==> src/inc/dsp_pkg.sv <==
// Constants, register map and packed carriers of the dual-slope PWM timer.
package dsp_pkg;

  // ==========================================================================
  // Bus and register map
  // ==========================================================================
  localparam int          DSP_ADDR_W        = 8;
  localparam logic [7:0]  DSP_OFF_CTRL_A    = 8'h00;
  localparam logic [7:0]  DSP_OFF_CTRL_B    = 8'h04;
  localparam logic [7:0]  DSP_OFF_COUNT     = 8'h08;
  localparam logic [7:0]  DSP_OFF_CMP_A     = 8'h0C;
  localparam logic [7:0]  DSP_OFF_CMP_B     = 8'h10;
  localparam logic [7:0]  DSP_OFF_CAPTURE   = 8'h14;
  localparam logic [7:0]  DSP_OFF_FLAGS     = 8'h18;
  localparam logic [7:0]  DSP_OFF_PIN_DIR   = 8'h1C;
  localparam logic [2:0]  DSP_MAP_HIGH      = 3'h0;
  localparam logic [1:0]  DSP_RESP_OKAY     = 2'h0;
  localparam logic [1:0]  DSP_RESP_SLVERR   = 2'h2;

  // ==========================================================================
  // Field encodings
  // ==========================================================================
  localparam logic [1:0]  DSP_COM_OFF       = 2'h0;
  localparam logic [1:0]  DSP_COM_TOGGLE    = 2'h1;
  localparam logic [1:0]  DSP_COM_NONINV    = 2'h2;
  localparam logic [1:0]  DSP_COM_INV       = 2'h3;
  localparam logic [3:0]  DSP_MODE_NORMAL   = 4'h0;
  localparam logic [3:0]  DSP_MODE_CTC_CMPA = 4'h4;
  localparam logic [3:0]  DSP_MODE_PFC_CAP  = 4'h8;
  localparam logic [3:0]  DSP_MODE_PFC_CMPA = 4'h9;
  localparam logic [3:0]  DSP_MODE_CTC_CAP  = 4'hC;

  // Prescale selector codes and their terminal counts (divide minus one).
  localparam logic [2:0]  DSP_PRE_STOP      = 3'h0;
  localparam logic [2:0]  DSP_PRE_1         = 3'h1;
  localparam logic [2:0]  DSP_PRE_8         = 3'h2;
  localparam logic [2:0]  DSP_PRE_64        = 3'h3;
  localparam logic [2:0]  DSP_PRE_256       = 3'h4;
  localparam logic [2:0]  DSP_PRE_1024      = 3'h5;
  localparam logic [9:0]  DSP_LIM_1         = 10'h000;
  localparam logic [9:0]  DSP_LIM_8         = 10'h007;
  localparam logic [9:0]  DSP_LIM_64        = 10'h03F;
  localparam logic [9:0]  DSP_LIM_256       = 10'h0FF;
  localparam logic [9:0]  DSP_LIM_1024      = 10'h3FF;

  // ==========================================================================
  // Packed register layouts
  // ==========================================================================
  typedef struct packed {
    logic [1:0] com_a;
    logic [1:0] com_b;
    logic       force_a;
    logic       force_b;
    logic [1:0] wave_low;
  } dsp_ctrl_a_t;

  typedef struct packed {
    logic [2:0] presc_sel;
    logic [1:0] wave_high;
  } dsp_ctrl_b_t;

  typedef struct packed {
    logic capture;
    logic match_b;
    logic match_a;
    logic overflow;
  } dsp_flags_t;

  localparam dsp_ctrl_a_t DSP_CTRL_A_RST    = 8'h00;
  localparam dsp_ctrl_b_t DSP_CTRL_B_RST    = 5'h00;
  localparam dsp_flags_t  DSP_FLAGS_RST     = 4'h0;

endpackage : dsp_pkg

==> src/logic/dsp_pwm_timer.sv <==
// Dual-slope symmetric PWM timer with an AXI4-Lite register slave.
`timescale 1ns/1ps
`default_nettype none

module dsp_pwm_timer
  import dsp_pkg::*;
#(
  parameter int CNT_W = 16
) (
  input  wire logic                  aclk,
  input  wire logic                  aresetn,
  input  wire logic [DSP_ADDR_W-1:0] s_axi_awaddr,
  input  wire logic                  s_axi_awvalid,
  output logic                       s_axi_awready,
  input  wire logic [31:0]           s_axi_wdata,
  input  wire logic [3:0]            s_axi_wstrb,
  input  wire logic                  s_axi_wvalid,
  output logic                       s_axi_wready,
  output logic [1:0]                 s_axi_bresp,
  output logic                       s_axi_bvalid,
  input  wire logic                  s_axi_bready,
  input  wire logic [DSP_ADDR_W-1:0] s_axi_araddr,
  input  wire logic                  s_axi_arvalid,
  output logic                       s_axi_arready,
  output logic [31:0]                s_axi_rdata,
  output logic [1:0]                 s_axi_rresp,
  output logic                       s_axi_rvalid,
  input  wire logic                  s_axi_rready,
  output logic                       compare_output_a,
  output logic                       compare_output_b,
  output logic                       pin_drive_a,
  output logic                       pin_drive_b
);

  // ==========================================================================
  // Elaboration check
  // ==========================================================================
  // The count must fit one bus word and be wide enough for the least top.
  if (CNT_W < 2 || CNT_W > 16) begin : g_bad_width
    $error("dsp_pwm_timer: CNT_W must lie between 2 and 16");
  end

  localparam logic [CNT_W-1:0] CNT_MAX = '1;
  localparam logic [CNT_W-1:0] CNT_BOT = '0;
  localparam logic [CNT_W-1:0] CNT_ONE = CNT_W'(1);

  // ==========================================================================
  // Declarations
  // ==========================================================================
  dsp_ctrl_a_t       ctrl_a;
  dsp_ctrl_b_t       ctrl_b;
  dsp_flags_t        flags;
  logic [1:0]        pin_dir;
  logic [CNT_W-1:0]  count_value;
  logic              count_up;
  logic [CNT_W-1:0]  capture_top_register;
  logic [CNT_W-1:0]  cmp_buf [2];
  logic [CNT_W-1:0]  cmp_act [2];
  logic [1:0]        cmp_out;
  logic [1:0]        force_pulse;
  logic [9:0]        presc_cnt;
  logic [9:0]        presc_lim;
  logic              presc_run;
  logic              timer_tick;
  logic [3:0]        waveform_mode_sel;
  logic              pwm_mode;
  logic              plain_mode;
  logic              ctc_mode;
  logic [CNT_W-1:0]  top_value;
  logic              at_top;
  logic              at_bottom;
  logic              eff_up;
  logic [1:0]        match;
  logic              aw_full;
  logic              w_full;
  logic [DSP_ADDR_W-1:0] aw_addr;
  logic [31:0]       w_data;
  logic [3:0]        w_strb;
  logic              wr_fire;
  logic              wr_mapped;
  logic [2:0]        wr_idx;
  logic [31:0]       rd_word;

  // Byte-lane merge of a write into a zero-extended register value.
  function automatic logic [31:0] lane_merge(input logic [31:0] old_v,
                                             input logic [31:0] new_v,
                                             input logic [3:0]  strb);
    logic [31:0] res;
    res = old_v;
    for (int i = 0; i < 4; i++) begin
      if (strb[i]) begin
        res[8*i +: 8] = new_v[8*i +: 8];
      end
    end
    return res;
  endfunction : lane_merge

  // ==========================================================================
  // Mode decode and top selection
  // ==========================================================================
  // Upper mode bits live in control B, the lower two in control A.
  assign waveform_mode_sel = {ctrl_b.wave_high, ctrl_a.wave_low};
  assign pwm_mode   = (waveform_mode_sel == DSP_MODE_PFC_CAP) ||
                      (waveform_mode_sel == DSP_MODE_PFC_CMPA);
  assign ctc_mode   = (waveform_mode_sel == DSP_MODE_CTC_CMPA) ||
                      (waveform_mode_sel == DSP_MODE_CTC_CAP);
  assign plain_mode = ctc_mode || (waveform_mode_sel == DSP_MODE_NORMAL);

  // Top comes from the capture register or the live compare A value, else CNT_MAX.
  always_comb begin
    unique case (waveform_mode_sel)
      DSP_MODE_PFC_CAP, DSP_MODE_CTC_CAP:  top_value = capture_top_register;
      DSP_MODE_PFC_CMPA, DSP_MODE_CTC_CMPA: top_value = cmp_act[0];
      default:                             top_value = CNT_MAX;
    endcase
  end

  assign at_top    = (count_value == top_value);
  assign at_bottom = (count_value == CNT_BOT);
  // A match at bottom counts as rising and one at top as falling, so in non-inverting
  // mode a compare of zero stays low and a compare equal to top stays high.
  assign eff_up    = at_bottom ? 1'b1 : (at_top ? 1'b0 : count_up);

  // ==========================================================================
  // Prescaler
  // ==========================================================================
  // Terminal count of the divider for the selected prescale factor.
  always_comb begin
    presc_run = 1'b1;
    unique case (ctrl_b.presc_sel)
      DSP_PRE_1:    presc_lim = DSP_LIM_1;
      DSP_PRE_8:    presc_lim = DSP_LIM_8;
      DSP_PRE_64:   presc_lim = DSP_LIM_64;
      DSP_PRE_256:  presc_lim = DSP_LIM_256;
      DSP_PRE_1024: presc_lim = DSP_LIM_1024;
      default: begin
        presc_lim = DSP_LIM_1;
        presc_run = 1'b0;
      end
    endcase
  end

  // The tick is a one-cycle enable on aclk, never a clock of its own.
  always_ff @(posedge aclk) begin
    if (!aresetn || !presc_run || presc_cnt >= presc_lim) begin
      presc_cnt <= 10'h000;
    end else begin
      presc_cnt <= presc_cnt + 10'h001;
    end
  end
  assign timer_tick = presc_run && (presc_cnt >= presc_lim);

  // ==========================================================================
  // Counter
  // ==========================================================================
  // A bus write to the count wins over the tick in the same cycle.
  always_ff @(posedge aclk) begin
    if (!aresetn) begin
      count_value <= CNT_BOT;
      count_up    <= 1'b1;
    end else if (wr_fire && wr_idx == DSP_OFF_COUNT[4:2]) begin
      count_value <= CNT_W'(lane_merge(32'(count_value), w_data, w_strb));
    end else if (timer_tick && pwm_mode) begin
      if (count_up) begin
        if (at_top && !at_bottom) begin
          count_value <= count_value - CNT_ONE;
          count_up    <= 1'b0;
        end else if (!at_top) begin
          count_value <= count_value + CNT_ONE;
        end
      end else if (at_bottom) begin
        count_value <= CNT_ONE;
        count_up    <= 1'b1;
      end else begin
        count_value <= count_value - CNT_ONE;
      end
    end else if (timer_tick && plain_mode) begin
      count_up    <= 1'b1;
      count_value <= (ctc_mode && at_top) ? CNT_BOT : count_value + CNT_ONE;
    end
  end

  // ==========================================================================
  // Compare channels
  // ==========================================================================
  for (genvar ch = 0; ch < 2; ch++) begin : g_chan
    logic [1:0]  com;
    logic [31:0] my_off;
    assign com    = (ch == 0) ? ctrl_a.com_a : ctrl_a.com_b;
    assign my_off = (ch == 0) ? 32'(DSP_OFF_CMP_A) : 32'(DSP_OFF_CMP_B);
    assign match[ch] = (count_value == cmp_act[ch]);

    // Buffered compare value, written by software.
    always_ff @(posedge aclk) begin
      if (!aresetn) begin
        cmp_buf[ch] <= CNT_BOT;
      end else if (wr_fire && wr_idx == my_off[4:2]) begin
        cmp_buf[ch] <= CNT_W'(lane_merge(32'(cmp_buf[ch]), w_data,
                                         w_strb));
      end
    end

    // The live value reloads only at bottom in PWM, so both slopes of a
    // period share one compare and the pulse stays symmetric.
    always_ff @(posedge aclk) begin
      if (!aresetn) begin
        cmp_act[ch] <= CNT_BOT;
      end else if (!pwm_mode || (timer_tick && at_bottom)) begin
        cmp_act[ch] <= cmp_buf[ch];
      end
    end

    // Waveform level of the channel.
    always_ff @(posedge aclk) begin
      if (!aresetn) begin
        cmp_out[ch] <= 1'b0;
      end else if (pwm_mode) begin
        if (timer_tick && match[ch]) begin
          if (com == DSP_COM_NONINV || com == DSP_COM_INV) begin
            cmp_out[ch] <= ~eff_up ^ com[0];
          end else if (ch == 0 && com == DSP_COM_TOGGLE &&
                       waveform_mode_sel == DSP_MODE_PFC_CMPA) begin
            cmp_out[ch] <= ~cmp_out[ch];
          end
        end
      end else if (plain_mode && ((timer_tick && match[ch]) ||
                                  force_pulse[ch])) begin
        unique case (com)
          DSP_COM_TOGGLE: cmp_out[ch] <= ~cmp_out[ch];
          DSP_COM_NONINV: cmp_out[ch] <= 1'b0;
          DSP_COM_INV:    cmp_out[ch] <= 1'b1;
          DSP_COM_OFF:    cmp_out[ch] <= cmp_out[ch];
        endcase
      end
    end
  end

  // ==========================================================================
  // Pin outputs
  // ==========================================================================
  // Registered so that every pin output comes straight from a flip-flop.
  always_ff @(posedge aclk) begin
    if (!aresetn) begin
      compare_output_a <= 1'b0;
      compare_output_b <= 1'b0;
      pin_drive_a      <= 1'b0;
      pin_drive_b      <= 1'b0;
    end else begin
      compare_output_a <= cmp_out[0];
      compare_output_b <= cmp_out[1];
      pin_drive_a      <= (ctrl_a.com_a != DSP_COM_OFF) && pin_dir[0];
      pin_drive_b      <= (ctrl_a.com_b != DSP_COM_OFF) && pin_dir[1];
    end
  end

  // ==========================================================================
  // Control, capture and direction registers
  // ==========================================================================
  // Force bits are strobes: they never store and last one cycle.
  always_ff @(posedge aclk) begin
    if (!aresetn) begin
      ctrl_a      <= DSP_CTRL_A_RST;
      force_pulse <= 2'b00;
    end else if (wr_fire && wr_idx == DSP_OFF_CTRL_A[4:2] && w_strb[0]) begin
      ctrl_a      <= dsp_ctrl_a_t'({w_data[7:4], 2'b00, w_data[1:0]});
      force_pulse <= {w_data[2], w_data[3]};
    end else begin
      force_pulse <= 2'b00;
    end
  end

  // Control B, capture top and pin direction.
  always_ff @(posedge aclk) begin
    if (!aresetn) begin
      ctrl_b               <= DSP_CTRL_B_RST;
      capture_top_register <= CNT_BOT;
      pin_dir              <= 2'b00;
    end else if (wr_fire) begin
      if (wr_idx == DSP_OFF_CTRL_B[4:2] && w_strb[0]) begin
        ctrl_b <= dsp_ctrl_b_t'(w_data[4:0]);
      end
      if (wr_idx == DSP_OFF_CAPTURE[4:2]) begin
        capture_top_register <= CNT_W'(lane_merge(32'(capture_top_register),
                                                  w_data, w_strb));
      end
      if (wr_idx == DSP_OFF_PIN_DIR[4:2] && w_strb[0]) begin
        pin_dir <= w_data[1:0];
      end
    end
  end

  // ==========================================================================
  // Event flags
  // ==========================================================================
  // Write one to clear; a flag set in the clearing cycle survives.
  always_ff @(posedge aclk) begin
    dsp_flags_t set_v;
    dsp_flags_t clr_v;
    set_v = '0;
    clr_v = '0;
    if (!aresetn) begin
      flags <= DSP_FLAGS_RST;
    end else begin
      if (wr_fire && wr_idx == DSP_OFF_FLAGS[4:2] && w_strb[0]) begin
        clr_v = dsp_flags_t'(w_data[3:0]);
      end
      if (timer_tick && (pwm_mode || plain_mode)) begin
        set_v.overflow = pwm_mode ? at_bottom
                                  : (count_value == CNT_MAX);
        set_v.match_a  = match[0];
        set_v.match_b  = match[1];
        set_v.capture  = at_top && (waveform_mode_sel == DSP_MODE_PFC_CAP ||
                         waveform_mode_sel == DSP_MODE_CTC_CAP);
      end
      flags <= (flags & ~clr_v) | set_v;
    end
  end

  // ==========================================================================
  // AXI4-Lite write channel
  // ==========================================================================
  // Only mapped writes reach the registers; refused ones are still answered.
  assign wr_fire   = aw_full && w_full && !s_axi_bvalid && wr_mapped;
  assign wr_idx    = aw_addr[4:2];
  assign wr_mapped = (aw_addr[7:5] == DSP_MAP_HIGH);

  // Address and data are held independently until the response is taken.
  always_ff @(posedge aclk) begin
    if (!aresetn) begin
      aw_full       <= 1'b0;
      w_full        <= 1'b0;
      aw_addr       <= '0;
      w_data        <= 32'h00000000;
      w_strb        <= 4'h0;
      s_axi_awready <= 1'b0;
      s_axi_wready  <= 1'b0;
      s_axi_bvalid  <= 1'b0;
      s_axi_bresp   <= DSP_RESP_OKAY;
    end else begin
      if (s_axi_awvalid && s_axi_awready) begin
        aw_addr       <= s_axi_awaddr;
        aw_full       <= 1'b1;
        s_axi_awready <= 1'b0;
      end else if (!aw_full) begin
        s_axi_awready <= 1'b1;
      end
      if (s_axi_wvalid && s_axi_wready) begin
        w_data       <= s_axi_wdata;
        w_strb       <= s_axi_wstrb;
        w_full       <= 1'b1;
        s_axi_wready <= 1'b0;
      end else if (!w_full) begin
        s_axi_wready <= 1'b1;
      end
      if (aw_full && w_full && !s_axi_bvalid) begin
        s_axi_bvalid <= 1'b1;
        s_axi_bresp  <= wr_mapped ? DSP_RESP_OKAY : DSP_RESP_SLVERR;
      end else if (s_axi_bvalid && s_axi_bready) begin
        s_axi_bvalid <= 1'b0;
        aw_full      <= 1'b0;
        w_full       <= 1'b0;
      end
    end
  end

  // ==========================================================================
  // AXI4-Lite read channel
  // ==========================================================================
  // Force strobes always read back as zero.
  always_comb begin
    rd_word = 32'h00000000;
    unique case (s_axi_araddr[4:2])
      DSP_OFF_CTRL_A[4:2]:  rd_word[7:0] = {ctrl_a.com_a, ctrl_a.com_b,
                                            2'b00, ctrl_a.wave_low};
      DSP_OFF_CTRL_B[4:2]:  rd_word[4:0] = ctrl_b;
      DSP_OFF_COUNT[4:2]:   rd_word = 32'(count_value);
      DSP_OFF_CMP_A[4:2]:   rd_word = 32'(cmp_buf[0]);
      DSP_OFF_CMP_B[4:2]:   rd_word = 32'(cmp_buf[1]);
      DSP_OFF_CAPTURE[4:2]: rd_word = 32'(capture_top_register);
      DSP_OFF_FLAGS[4:2]:   rd_word[3:0] = flags;
      DSP_OFF_PIN_DIR[4:2]: rd_word[1:0] = pin_dir;
    endcase
  end

  // One read at a time; the answer follows the address by one cycle.
  always_ff @(posedge aclk) begin
    if (!aresetn) begin
      s_axi_arready <= 1'b0;
      s_axi_rvalid  <= 1'b0;
      s_axi_rdata   <= 32'h00000000;
      s_axi_rresp   <= DSP_RESP_OKAY;
    end else if (s_axi_arvalid && s_axi_arready) begin
      s_axi_arready <= 1'b0;
      s_axi_rvalid  <= 1'b1;
      if (s_axi_araddr[7:5] == DSP_MAP_HIGH) begin
        s_axi_rdata <= rd_word;
        s_axi_rresp <= DSP_RESP_OKAY;
      end else begin
        s_axi_rdata <= 32'h00000000;
        s_axi_rresp <= DSP_RESP_SLVERR;
      end
    end else if (s_axi_rvalid && s_axi_rready) begin
      s_axi_rvalid <= 1'b0;
    end else if (!s_axi_rvalid) begin
      s_axi_arready <= 1'b1;
    end
  end

endmodule : dsp_pwm_timer

`default_nettype wire

==> config.mk <==
export PLATFORM = sky130hd
export DESIGN_NAME = dsp_pwm_timer
export DESIGN_NICKNAME = d
export VERILOG_FILES = /design/src/inc/dsp_pkg.sv /design/src/logic/dsp_pwm_timer.sv
export SDC_FILE = /design/constraint.sdc
export NUM_CORES = 1
export LEC_CHECK = 0
export BUFFER_PORTS_ARGS = -buffer_cell sky130_fd_sc_hd__buf_2
export CORE_ASPECT_RATIO = 0.5
export CORE_MARGIN = 2
export CORE_UTILIZATION = 37
export DETAILED_ROUTE_END_ITERATION = 16
export MAX_ROUTING_LAYER = met4
export PLACE_DENSITY_LB_ADDON = 0.08
export SYNTH_ARGS = -nofsm -noshare
export SYNTH_HDL_FRONTEND = slang
export SYNTH_SLANG_ARGS = --single-unit
export TNS_END_PERCENT = 100
==> constraint.sdc <==
create_clock -name aclk -period 6.3 [get_ports aclk]
set_clock_uncertainty 0.2 [all_clocks]
set_input_delay 0 -clock aclk [delete_from_list [all_inputs] [get_ports aclk]]
set_output_delay 0 -clock aclk [all_outputs]
set_load 0.01 [all_outputs]
# After elaboration in Yosys (flattened, before gate mapping)

Memories as Yosys holds them, arrays and structs flattened.
Index checks and enable logic that the tools add are counted.

Bits of input ports: 59
RAM bits: 64
Memories kept: 2
Register bits: 137
Output and inout bits: 45
Logic and storage cells: 262

Memory list:

| memory  | words | width | rd ports | clocked after Yosys merged registers in | wr ports | RTL line            | RTL |
|---|---|---|---|---|---|---|---|
| cmp_act | 2     | 16    | 2        | 0                                       | 2        | dsp_pwm_timer.sv:58 | `logic [CNT_W-1:0] cmp_act [2];` |
| cmp_buf | 2     | 16    | 2        | 0                                       | 2        | dsp_pwm_timer.sv:57 | `logic [CNT_W-1:0] cmp_buf [2];` |

Equal/unequal tests: 42
Reduce and logical (&&, ||, !) cells: 82
Muxes and demuxes: 80
$lt $le $gt $ge: 1
Bitwise logic cells: 16
$add $sub $neg: 3

Operator list:

| kind                  | count |
|---|---|
| $mux 16               | 12 |
| $mux 8                | 14 |
| $eq 16x16->1          | 3 |
| $pmux 10 s4           | 1 |
| $mux 1                | 38 |
| $logic_and 1x1->1     | 32 |
| $mux 32               | 1 |
| $pmux 16 s2           | 1 |
| $pmux 8 s4            | 1 |
| $eq 3x3->1 const B    | 10 |
| $eq 3x2->1 const B    | 6 |
| $add 16x1->16 const B | 1 |
| $eq 16x16->1 const B  | 1 |
| $logic_not 16->1      | 1 |
| $mux 4                | 4 |
| $pmux 2 s8            | 1 |
| $sub 16x1->16 const B | 1 |
| $pmux 3 s5            | 1 |
| $reduce_bool 2->1     | 7 |
| $eq 4x4->1 const B    | 3 |
| $logic_not 3->1       | 4 |
| $logic_or 1x1->1      | 12 |
| $pmux 2 s6            | 1 |
| $reduce_and 3->1      | 4 |
| other kinds (27)      | 64 |

# Depth between registers and ports, before layout

Depth in word-level cells: 11
Gate-level depth with buffers: 14
Depth with buffers taken out: 12

# Worst setup path before layout

OpenSTA, ideal clock, no wires.

Path type: reg-to-reg
Start point: register ctrl_b[4] in the netlist's numbering
End point: memory cmp_act[0][0], enable pin
Arrival: 2.951 ns
Period minus slack after synthesis: 3.540 ns
Buffers on the path: 1
Library setup time: 0.389 ns
Path slack: 2.760 ns
Stages on the path, launching flop included: 12
Cells stage by stage: dfxtp_1 -> nor2b_1 -> or2_2 -> ha_1 -> nand2b_1 -> a21oi_1 -> o21ai_0 -> a31oi_1 -> o31ai_1 -> clkbuf_1 -> a21oi_1 -> nand2_1

RTL lines:

| element                | RTL line             | RTL |
|---|---|---|
| from (decl)            | dsp_pwm_timer.sv:51  | `dsp_ctrl_b_t ctrl_b;` |
| from (signal assigned) | dsp_pwm_timer.sv:280 | `ctrl_b <= dsp_ctrl_b_t'(w_data[4:0]);` |
| to (decl)              | dsp_pwm_timer.sv:58  |  |

# Worst setup path after layout

Start point: register ctrl_b[0] in the netlist's numbering
End point: register count_value[5]

Cells in the longest elaborated chain, start to end: 9
Elaborated cells on any way between the ends: 25
Classes of those cells: eq/ne: 6; mux: 7; reduce/logical: 12

RTL lines:

| element                                  | RTL line                                   | RTL |
|---|---|---|
| $eq 4x3->1, or another cell as far along | dsp_pwm_timer.sv:105, dsp_pwm_timer.sv:111 |  |
| $reduce_or 2->1                          | dsp_pwm_timer.sv:111                       | `unique case (waveform_mode_sel)` |
| $pmux 16 s2                              | dsp_pwm_timer.sv:111                       |  |
| $eq 16x16->1                             | dsp_pwm_timer.sv:118                       | `assign at_top = (count_value == top_value);` |
| $logic_and 1x1->1 (on tied branches)     | dsp_pwm_timer.sv:179, dsp_pwm_timer.sv:165 |  |
| $mux 16 (on tied branches)               | dsp_pwm_timer.sv:179, dsp_pwm_timer.sv:165 |  |
| $mux 16 (on tied branches)               | dsp_pwm_timer.sv:177, dsp_pwm_timer.sv:164 |  |
| $mux 16                                  | dsp_pwm_timer.sv:163                       | `end else if (timer_tick && pwm_mode) begin` |
| $mux 16                                  | dsp_pwm_timer.sv:161                       | `end else if (wr_fire && wr_idx == DSP_OFF_COUNT[4:2]) begin` |
| to (signal assigned)                     | dsp_pwm_timer.sv:162                       | `count_value <= CNT_W'(lane_merge(32'(count_value), w_data, w_strb));` |
| to (signal assigned)                     | dsp_pwm_timer.sv:166                       | `count_value <= count_value - CNT_ONE;` |
| to (signal assigned)                     | dsp_pwm_timer.sv:179                       | `count_value <= (ctc_mode && at_top) ? CNT_BOT : count_value + CNT_ONE;` |
| to (decl)                                | dsp_pwm_timer.sv:54                        | `logic [CNT_W-1:0] count_value;` |

Several ways; a longest one is shown, not always the timed one. The select of a mux whose other input is x is not followed.
A chain may end at the register's enable or synchronous reset.

==> out/qor.csv <==
stage,metric,value,unit
floorplan,core_area,0.02771,sq mm
drt,via_per_inst,5.616,
setup_path,crit_path_start_kind,flip-flop,
synthesis,yosysTopAreaCellShare,0.2244,
job,cap_violations,0,
sta,slew_violations,0,
clock_network,hold_buffers,46,
synthesis,yosysWarnings,0,
power,p_per_area,209.0,mW/mm^2
global_route,grt_pass1_vias,8508,
sta,setup_violations,0,
run_status,status,"finished, final reports clean",
sta,post-route-period-util,0.6997,
setup_path,endpoint_kind,flip-flop,
drt,wl,35.23,mm
synthesis,syn-instance-count,1183,
floorplan,die_w,241.5,um
clock_network,insertion_delay,0.46,ns
sta,slew_headroom,0.2096,
global_route,grt_first_pass_wirelength,53.67,mm
sta,max_freq,226.8,MHz
place,gp_congestion,0.8948,
synthesis,synth-xor-area-share,0.04615,
sta,worst_pin_slew,1.173,ns
cells_and_area,drive_gt1_frac,0.1224,
synthesis,synth-seq-cells,181,
drt,num_vias,9211,
clock_network,cts_resized,0,
min_path,hp-class,input port to flip-flop,
synthesis,synthMuxAreaShare,0.05082,
synthesis,synthSimpleGateAreaFrac,0.2449,
floorplan,io-pin-count,104,
setup_path,critPathRequiredTime,6.46,ns
global_route,antenna_found_initial,0,
setup_path,critPathKind,flip-flop to flip-flop,
floorplan,placementRows,43,
synthesis,synth_ff_type,dfxtp_1,
global_route,grt_remaining_overflow,0,
min_path,hold_path.startpoint,s_axi_araddr[3],
global_route,grtUsageTotal,0.2494,
drt,wl_per_cell,21.48,um
synthesis,synthAdderAreaFrac,0.01678,
synthesis,yosysSeqAreaShare,0.4085,
cells_and_area,instances_no_fill,1640,
cells_and_area,antennaDiodeCount,0,
synthesis,synth_top_area_cell,dfxtp_1,
floorplan,die-area,0.02965,sq mm
clock_network,cts_made_buffers,17,
clock_network,htreeDepth,4,
power,peakVddDrop,0.0002358,V
drt,drtIter0Drc,796,
place,place_inst,1562,
cells_and_area,fin_nets,1318,
sta,hold_viol,0,
clock_network,clkSinkCount,181,
synthesis,synth.distinct_cells,83,
floorplan,start_util,0.3767,
synthesis,syn_area,0.01044,sq mm
synthesis,async_flop_share,0,
sta,finalSetupTns,0,ns
setup_path,rr_worst_depth,9,
floorplan,die_h,122.8,um
place,place_ws,1.969,ns
synthesis,synth_edf_count,64,
setup_path,critPathLaunch,ctrl_b[0],
power,cellLeakagePower,4.718,nW
synthesis,synth-compound-area-share,0.1744,
drt,drc,0,
drt,dr.pass1.iters,5,
synthesis,synth_top_family_by_area,simple AND/OR/NAND/NOR gates,
synthesis,synth_area_leaders,"dfxtp_1 22%, edfxtp_1 18%, nand2_1 4.7%",
setup_path,cp.arrival,4.57,ns
sta,setup_ws,1.892,ns
place,numPortBuffers,63,
clock_network,cts-root-buf,clkbuf_16,
clock_network,cts_setup_buffers,0,
setup_path,path_max_fanout,23,
sta,fin_crit,4.408,ns
clock_network,ctsLongestPathBuffers,2,
clock_network,clk_pin_slew,0.08,ns
global_route,grt_max_degree,71,
clock_network,cts_tree,done,
cells_and_area,area_growth,14.71,%
min_path,min_path_cells,3,
place,hpwl,25.65,mm
sta,rsz0062_at_grt,false,
drt,ant_nets,0,
synthesis,syn_area_per_cell,8.824,sq um
power,finalPower,2.502,mW
setup_path,r2r-start,ctrl_b[0],
placed cells by master (no fill, tap or decap), types with 27 or more instances in the layout:
cell type / synthesis / final
a21oi_1: 56 / 56
and2_1: 70 / 70
buf_2: 5 / 63
dfxtp_1: 117 / 117
dlygate4sd3_1: 0 / 46
edfxtp_1: 64 / 64
inv_1: 29 / 28
mux2i_1: 47 / 47
nand2_1: 131 / 131
nand3_1: 32 / 32
nor2_1: 101 / 100
nor3_1: 27 / 27
o211ai_1: 30 / 30
o21ai_0: 28 / 28
xor2_1: 39 / 39
flip-flops by register name (all words and copies together) (netlist names), 2 cells and up:
signal / cells
ctrl_b: 5
cmp_out: 2
g_chan.com: 4
s_axi_rdata: 16
cmp_act: 32
w_data: 16
aw_addr: 6
presc_cnt: 10
capture_top_register: 16
cmp_buf: 32
ctrl_a: 2
flags: 4
count_value: 16
w_strb: 2
pin_dir: 2
force_pulse: 2
routing by layer:
metal  global-route usage  part of all wire
met1               0.3738              0.52
met3              0.04308             0.062
met4              0.05551            0.0088
met2               0.3443              0.40
met5                    -                 0
path summary, 6_finish.rpt:
check                           slack [ns]              to
worst max-delay path                  1.89  count_value[5]
worst min-delay path                  0.05  s_axi_rdata[2]
worst max register to register        1.89  count_value[5]
worst min register to register        0.26  s_axi_rdata[2]
synthesized netlist by cell type (all sizes together), types with 29 or more instances:
| cell type | instances |
|---|---|
| nand2 | 131 |
| dfxtp | 117 |
| nor2 | 101 |
| and2 | 70 |
| edfxtp | 64 |
| a21oi | 56 |
| clkbuf | 56 |
| mux2i | 47 |
| buf | 44 |
| xor2 | 39 |
| nand3 | 32 |
| o21ai | 31 |
| o211ai | 30 |
| inv | 29 |
| nor3 | 29 |
layout make-up:
class / instances / area [sq um]
Clock inverter: 13 / 126.4
Tap cell: 382 / 478.0
Fill cell: 2803 / 15730
Sequential cell: 181 / 4264
Inverter: 30 / 112.6
Timing Repair Buffer: 126 / 903.4
Clock buffer: 19 / 442.9
Multi-Input combinational cell: 889 / 5647
power breakdown:
group	leakage (nW)	internal, mW	switching (mW)
Clock	0.284	0.537	0.554
Sequential	1.66	1.23	0.0315
Combinational	2.78	0.0611	0.0872
per-stage QoR:
| stage | area [sq um] | utilization | hold slack, ns |
|---|---|---|---|
| after floorplan | 10500 | - | -0.06404 |
| after global placement | 10940 | 0.3950 | 0.04218 |
| after detailed placement | 10940 | 0.3950 | 0.04680 |
| after CTS | 11970 | 0.4322 | 0.01601 |
| after global routing | 11970 | 0.4322 | 0.06306 |
| final | 11970 | 0.4322 | 0.04645 |
cells by family after synthesis:
| logic type | Yosys count |
|---|---|
| flip-flops | 181 |
| AO/OA/AOI/OAI | 259 |
| adder cells (fa/ha/maj) | 14 |
| XOR/XNOR | 55 |
| AND/OR/NAND/NOR | 491 |
| multiplexers | 52 |
| other | 1 |
| buffers and inverters | 130 |
critical path, cell delays in order, from the launching register on:
cell,delay (ns)
dfxtp_1,0.54
nand3b_2,0.65
o221a_2,0.49
nor4_1,0.29
a211oi_1,0.11
nor4_2,0.61
a21boi_1,0.39
nor2_1,0.56
a2111oi_0,0.23
nor4_1,0.25
Note: power is estimated with default switching activity, not from simulation.
